===== config.mk =====
export PLATFORM = sky130hd
export DESIGN_NAME = pmce_engine
export DESIGN_NICKNAME = d
export VERILOG_FILES = /design/src/shared/pmce_pkg.sv /design/src/verilog/pmce_crc_step.sv /design/src/verilog/pmce_engine.sv
export SDC_FILE = /design/constraint.sdc
export NUM_CORES = 1
export LEC_CHECK = 0
export BUFFER_PORTS_ARGS = -buffer_cell sky130_fd_sc_hd__buf_2
export CORE_ASPECT_RATIO = 1.1
export CORE_MARGIN = 2
export CORE_UTILIZATION = 57
export CTS_CLUSTER_DIAMETER = 120
export CTS_CLUSTER_SIZE = 30
export DETAILED_ROUTE_END_ITERATION = 10
export PLACE_DENSITY = 0.87
export SETUP_SLACK_MARGIN = 0.02
export SLEW_MARGIN = 0
export SYNTH_ARGS = -nofsm -noshare
export SYNTH_HDL_FRONTEND = slang
export SYNTH_SLANG_ARGS = --single-unit
export TNS_END_PERCENT = 5

===== constraint.sdc =====
create_clock -name pclk -period 2.7 [get_ports pclk]
set_input_delay 0.135 -clock pclk [delete_from_list [all_inputs] [get_ports pclk]]
set_output_delay 0.135 -clock pclk [all_outputs]
set_load 0.01 [all_outputs]

===== src/shared/pmce_pkg.sv =====
// constants, types and decoding shared by the checksum engine
package pmce_pkg;

  // program memory address space
  localparam int PMCE_AW = 16;
  localparam logic [PMCE_AW-1:0] PMCE_MEM_FIRST = 16'h0000;
  localparam logic [PMCE_AW-1:0] PMCE_MEM_LAST = 16'h1FFF;
  localparam logic [7:0] PMCE_BLK_LO_FIRST = 8'h00;
  localparam logic [7:0] PMCE_BLK_LO_LAST = 8'hFF;

  // generator polynomials and seeds
  localparam int PMCE_W32 = 32;
  localparam int PMCE_W16 = 16;
  localparam logic [31:0] PMCE_POLY32 = 32'h04C11DB7;
  localparam logic [31:0] PMCE_POLY16 = 32'h00001021;
  localparam logic [31:0] PMCE_SEED32 = 32'h00000000;
  localparam logic [15:0] PMCE_SEED16 = 16'h0000;

  // register byte offsets on the apb window
  localparam int PMCE_OFS_W = 12;
  localparam logic [11:0] PMCE_OFS_BYTE0 = 12'h000;
  localparam logic [11:0] PMCE_OFS_BYTE1 = 12'h004;
  localparam logic [11:0] PMCE_OFS_BYTE2 = 12'h008;
  localparam logic [11:0] PMCE_OFS_BYTE3 = 12'h00C;
  localparam logic [11:0] PMCE_OFS_STAT = 12'h010;

  // status register bit positions
  localparam int PMCE_ST_BUSY = 0;
  localparam int PMCE_ST_FULL = 1;
  localparam int PMCE_ST_RLOCK = 2;
  localparam int PMCE_ST_WLOCK = 3;

  typedef enum logic [1:0] {
    PMCE_IDLE,
    PMCE_READ,
    PMCE_DATA
  } pmce_phase_t;

  typedef enum logic [2:0] {
    PMCE_R_BYTE0,
    PMCE_R_BYTE1,
    PMCE_R_BYTE2,
    PMCE_R_BYTE3,
    PMCE_R_STAT,
    PMCE_R_NONE
  } pmce_reg_t;

  // byte offset to register select
  function automatic pmce_reg_t pmce_decode(input logic [11:0] ofs);
    pmce_reg_t r;
    r = PMCE_R_NONE;
    case (ofs)
      PMCE_OFS_BYTE0: r = PMCE_R_BYTE0;
      PMCE_OFS_BYTE1: r = PMCE_R_BYTE1;
      PMCE_OFS_BYTE2: r = PMCE_R_BYTE2;
      PMCE_OFS_BYTE3: r = PMCE_R_BYTE3;
      PMCE_OFS_STAT: r = PMCE_R_STAT;
      default: r = PMCE_R_NONE;
    endcase
    return r;
  endfunction

endpackage


===== src/verilog/pmce_crc_step.sv =====
// one byte step of an msb-first crc, width and polynomial set by parameters
`timescale 1ns/10ps
module pmce_crc_step
  import pmce_pkg::*;
#(
  parameter int W = 16,
  parameter logic [31:0] POLY = 32'h00001021
) (
  // running value in
  input wire logic [W-1:0] crc_in,
  input wire logic [7:0] data,
  // running value out
  output logic [W-1:0] crc_out
);

  logic [W-1:0] chain [0:8];

  assign chain[0] = crc_in;

  ////////////////////////////////////////////////////////////////////////
  // one shift per data bit, msb first
  genvar i;
  generate
    for (i = 0; i < 8; i++) begin : g_bit
      logic fb;
      assign fb = chain[i][W-1] ^ data[7-i];
      assign chain[i+1] = {chain[i][W-2:0], 1'b0} ^
        (fb ? POLY[W-1:0] : '0);
    end
  endgenerate

  assign crc_out = chain[8];

endmodule


===== src/verilog/pmce_engine.sv =====
// program memory checksum engine with apb register access
//
// Functional notes
// - block crc16 and full-memory crc32 supported
// - block covers only aligned 256-byte ranges
// - lock state never blocks a checksum
// - write to byte one starts crc32
// - crc32 runs from address zero to end
// - busy flag set while any checksum runs
// - crc32 result bytes three down to zero
// - crc32 polynomial is 0x04C11DB7
// - write to byte zero starts block crc
// - crc16 result in bytes one and zero
// - crc16 polynomial is 0x1021
`timescale 1ns/10ps
module pmce_engine
  import pmce_pkg::*;
(
  // clock and reset
  input wire logic pclk,
  input wire logic presetn,
  // apb slave
  input wire logic psel,
  input wire logic penable,
  input wire logic pwrite,
  input wire logic [11:0] paddr,
  input wire logic [31:0] pwdata,
  output logic [31:0] prdata,
  output logic pready,
  output logic pslverr,
  // program memory read port
  output logic mem_rd,
  output logic [PMCE_AW-1:0] mem_addr,
  input wire logic [7:0] mem_rdata,
  // memory lock state
  input wire logic mem_read_lock,
  input wire logic mem_write_lock
);

  typedef struct packed {
    pmce_phase_t phase;
    logic full;
    logic busy;
    logic [PMCE_AW-1:0] addr;
    logic [PMCE_AW-1:0] last;
    logic [31:0] crc32;
    logic [15:0] crc16;
    logic [31:0] result;
    logic mem_rd;
    logic pready;
    logic pslverr;
    logic [31:0] prdata;
  } pmce_state_t;

  pmce_state_t s;
  pmce_state_t next_s;

  logic [31:0] step32;
  logic [15:0] step16;

  ////////////////////////////////////////////////////////////////////////
  // crc datapaths

  pmce_crc_step #(
    .W(PMCE_W32),
    .POLY(PMCE_POLY32)
  ) u_step32 (
    .crc_in(s.crc32),
    .data(mem_rdata),
    .crc_out(step32)
  );

  pmce_crc_step #(
    .W(PMCE_W16),
    .POLY(PMCE_POLY16)
  ) u_step16 (
    .crc_in(s.crc16),
    .data(mem_rdata),
    .crc_out(step16)
  );

  ////////////////////////////////////////////////////////////////////////
  // next state

  always_comb begin
    logic setup;
    logic access;
    pmce_reg_t rsel;
    logic [31:0] rval;
    setup = 1'b0;
    access = 1'b0;
    rsel = PMCE_R_NONE;
    rval = 32'h00000000;
    next_s = s;

    // apb phases, no wait states, pready set for the first access cycle
    setup = psel && !penable;
    access = psel && penable && s.pready;
    rsel = pmce_decode(paddr);
    next_s.pready = setup && !s.pready;

    // read data captured in the setup cycle
    case (rsel)
      PMCE_R_BYTE0: rval = {24'h000000, s.result[7:0]};
      PMCE_R_BYTE1: rval = {24'h000000, s.result[15:8]};
      PMCE_R_BYTE2: rval = {24'h000000, s.result[23:16]};
      PMCE_R_BYTE3: rval = {24'h000000, s.result[31:24]};
      PMCE_R_STAT: begin
        rval[PMCE_ST_BUSY] = s.busy;
        rval[PMCE_ST_FULL] = s.full;
        rval[PMCE_ST_RLOCK] = mem_read_lock;
        rval[PMCE_ST_WLOCK] = mem_write_lock;
      end
      default: rval = 32'h00000000;
    endcase
    if (setup) begin
      next_s.prdata = pwrite ? 32'h00000000 : rval;
      next_s.pslverr = (rsel == PMCE_R_NONE);
    end

    // start requests, ignored while busy; locks not consulted
    if (access && pwrite && !s.busy) begin
      case (rsel)
        PMCE_R_BYTE1: begin
          next_s.full = 1'b1;
          next_s.busy = 1'b1;
          next_s.addr = PMCE_MEM_FIRST;
          next_s.last = PMCE_MEM_LAST;
          next_s.crc32 = PMCE_SEED32;
          next_s.phase = PMCE_READ;
          next_s.mem_rd = 1'b1;
        end
        PMCE_R_BYTE0: begin
          next_s.full = 1'b0;
          next_s.busy = 1'b1;
          next_s.addr = {pwdata[7:0], PMCE_BLK_LO_FIRST};
          next_s.last = {pwdata[7:0], PMCE_BLK_LO_LAST};
          next_s.crc16 = PMCE_SEED16;
          next_s.phase = PMCE_READ;
          next_s.mem_rd = 1'b1;
        end
        default: begin
        end
      endcase
    end

    // byte walk over the selected range
    case (s.phase)
      PMCE_IDLE: begin
      end
      PMCE_READ: begin
        next_s.mem_rd = 1'b0;
        next_s.phase = PMCE_DATA;
      end
      PMCE_DATA: begin
        if (s.full) begin
          next_s.crc32 = step32;
        end else begin
          next_s.crc16 = step16;
        end
        if (s.addr == s.last) begin
          next_s.phase = PMCE_IDLE;
          next_s.busy = 1'b0;
          if (s.full) begin
            next_s.result = step32;
          end else begin
            next_s.result = {16'h0000, step16};
          end
        end else begin
          next_s.addr = s.addr + 16'h0001;
          next_s.mem_rd = 1'b1;
          next_s.phase = PMCE_READ;
        end
      end
      default: begin
        next_s.phase = PMCE_IDLE;
        next_s.busy = 1'b0;
        next_s.mem_rd = 1'b0;
      end
    endcase
  end

  ////////////////////////////////////////////////////////////////////////
  // state register

  always_ff @(posedge pclk or negedge presetn) begin
    if (!presetn) begin
      s <= '0;
    end else begin
      s <= next_s;
    end
  end

  ////////////////////////////////////////////////////////////////////////
  // outputs

  assign prdata = s.prdata;
  assign pready = s.pready;
  assign pslverr = s.pslverr;
  assign mem_rd = s.mem_rd;
  assign mem_addr = s.addr;

endmodule

==> metrics.txt <==
top cell type's share of synthesized area=0.447; Synth Area in XOR/XNOR=0.166; worst path bufs/invs=0; async set or reset register ratio after synthesis=1.00; Crit Path Class=flip-flop to flip-flop; Static Leak=3.49 nW; Worst Hold Depth=3; Synth Area in Simple Gates=0.127; Synth Area in Adders=0.00186; Mapped Avg Cell Area=9.76 µm²; VDD IR max=0.408 mV; status=complete, no violations; Rel. slew slack=0.422; crit path launch=mem_addr[4]; Clk network pwr share=0.434; Final Hold Fails=0; Max-cap violations=0; DR WL/cell=18.9 µm; # H-tree levels=4; CTS tree=done; I/O pins=110; Reg-to-Reg End=mem_addr[10]; Die Area=0.0127 mm²; GR Overflow Total=0; combinational power share=0.208; Critical-path top delay cell=dfrtp_1; Power Density=724 mW/mm²; 1st-pass router iterations=8; type of element capturing the critical path=flip-flop; reg2reg setup slack=320 ps; Switching Fraction=0.284; setup_tns=0 ps; Area Overhead vs Synth=13.8%; DR iter-0 viols=537; placed cells=860; CTS buffer count=17; cell family contributing the most delay on the critical path=compound AO/OA/AOI/OAI gates; top_reg_cell synth=dfrtp_1; hold slack=11.0 ps; met2 Use GR=0.440; minimum clock period=2380 ps; CTS Buffer Depth=2; Pint=3.96 mW; Overall Power=5.53 mW; Yosys top cell by area=dfrtp_1; CP max stage delay=460 ps; root buffer cell=clkbuf_16; fin crit share=0.883; synth unique cells=55; antenna violations before repair=0; Die Wd=107 µm; Vias=5302; Seq/Total Area, Yosys=0.447; core area=0.0115 mm²; vias per cell=5.90; row count=41; Layout Skew=12.4 ps; synth top area cells=dfrtp_1, xnor2_1, nand2_1; IO buf count=61; Net Sw Power=1.57 mW; Final Max Slew Viols=0; Worst R2R Path Depth=6; TritonCTS Sinks=120; routability cong.=0.933; EDFF count, synth=0; CP max FO=10; CTS Hold Bufs=6; worst slew pin tran=864 ps; post-cts resize count=0; met3 track demand over resource=0.0576; #FFs+latches synth=120; sequential fraction of design power=0.359; mux share of post-synthesis cell area=0.0183; largest net degree at the start of global routing=65; Worst Hold Class=input port to flip-flop; initial core utilization=0.584; first-pass GRT wire length=27000 µm; nets=795; reg2reg start=mem_addr[4]; Clock transition at path regs=50 ps; WP data required=3000 ps; share of post-route cells with drive strength above 1=0.195; Yosys Warn Count=0; Setup Viol. Count Final=0; ANT nets after route=0; clk_lat worst skew=420 ps; post-DP HPWL=11800 µm; crit-path cells=nor4_1, nand3b_1, a211o_1, a21oi_2, a21oi_1, o221a_1; Min-Delay Endpoint=s[128]; FMAX=420 MHz; Finished Layout Cells=898; min-delay src=pwdata[5]; die height=118 µm; Antenna Cells=0; crit path DAT=2680 ps; final wirelength=17000 µm; startpoint type of the worst setup path=flip-flop; unrepaired setup endpoints after global routing=no; vias in the first global route=5304; Setup Buffers After CTS=0; gr busiest metal=met2; drt drc=0; mapped cell area=0.00671 mm²; largest family of logic cells by synthesized area=XOR/XNOR gates; post-synthesis compound-gate area fraction=0.162; Total GRT Usage=0.274; GR Util met1=0.355; Synth Instances=688
[Yosys cell counts (17+ instances only)]
master    count
nor2_1       34
a21oi_1      17
nand2_1     102
xnor2_1      65
o21ai_0      63
clkbuf_1     21
dfrtp_1     120
buf_4        48
xor2_1       22
nand3_1      18
o21ai_1      17
[cell families after synthesis]
family,after synthesis
buffers and inverters,87
other,1
AND/OR/NAND/NOR,193
adder cells (fa/ha/maj),1
AO/OA/AOI/OAI,169
XOR/XNOR,106
multiplexers,11
flip-flops,120
[how the worst max path moves through the flow]
stage | end | cells after the start
floorplan | mem_addr[13] | 8
global placement | mem_addr[10] | 6
detailed placement | mem_addr[10] | 6
CTS | mem_addr[10] | 6
global route | s[39] | 7
finish | mem_addr[10] | 6
[layout make-up]
class | instances | area, µm²
fillers | 836 | 3850
clock inverters | 13 | 176
multi-input cells | 504 | 3280
inverters | 7 | 26.3
repair buffers | 85 | 515
well taps | 150 | 188
flip-flops and latches | 120 | 3000
clock buffers | 19 | 453
[stage by stage]
| stage | util | instance area [µm²] | setup slack [ps] |
|---|---|---|---|
| finish | 0.665 | 7640 | 317 |
| global route | 0.665 | 7640 | 172 |
| CTS | 0.665 | 7640 | 380 |
| detailed placement | 0.605 | 6950 | 406 |
| global placement | 0.605 | 6950 | 502 |
| floorplan | - | 6800 | 729 |
[sequential cells by signal, summed over array words and instances, names as in the netlist]
register  cells
pslverr       1
prdata        8
pready        1
s            93
mem_rd        1
mem_addr     16
[layout by cell type (no fill, tap or decap), types with 9 or more instances in the layout]
cell type / n
dfrtp_1: 120
nand2_1: 102
xnor2_1: 65
o21ai_0: 63
buf_2: 60
nor2_1: 34
conb_1: 24
xor2_1: 22
nand3_1: 18
buf_4: 18
o21ai_1: 17
a21oi_1: 17
clkbuf_16: 17
xnor2_2: 13
a22o_1: 13
nor3_1: 10
a211oi_1: 10
mux2_2: 10
a21o_1: 9
[power by group through the flow]
| stage | logic (mW) | registers (mW) | clock network [mW] |
|---|---|---|---|
| after floorplan | 0.834 | 1.99 | 0 |
| after global placement | 1.06 | 2.00 | 0 |
| after detailed placement | 1.09 | 2.01 | 0 |
| after CTS | 1.13 | 1.98 | 2.40 |
| after global routing | 1.22 | 1.99 | 2.49 |
| final | 1.15 | 1.98 | 2.40 |
[tightest hold or removal path, delay by kind of cell]
family | cells | cell delay, ps
AOI/OAI and AO/OA | 1 | 80
buffers and inverters | 1 | 100
and+or+nand+nor | 1 | 70
[routing by layer]
layer  vias up  part of all wire
met5         -                 0
met4         0             0.034
met3        58             0.070
met2       265              0.50
met1      2590              0.40
li1       2389                 -
Note: power is estimated with default switching activity, not from simulation.
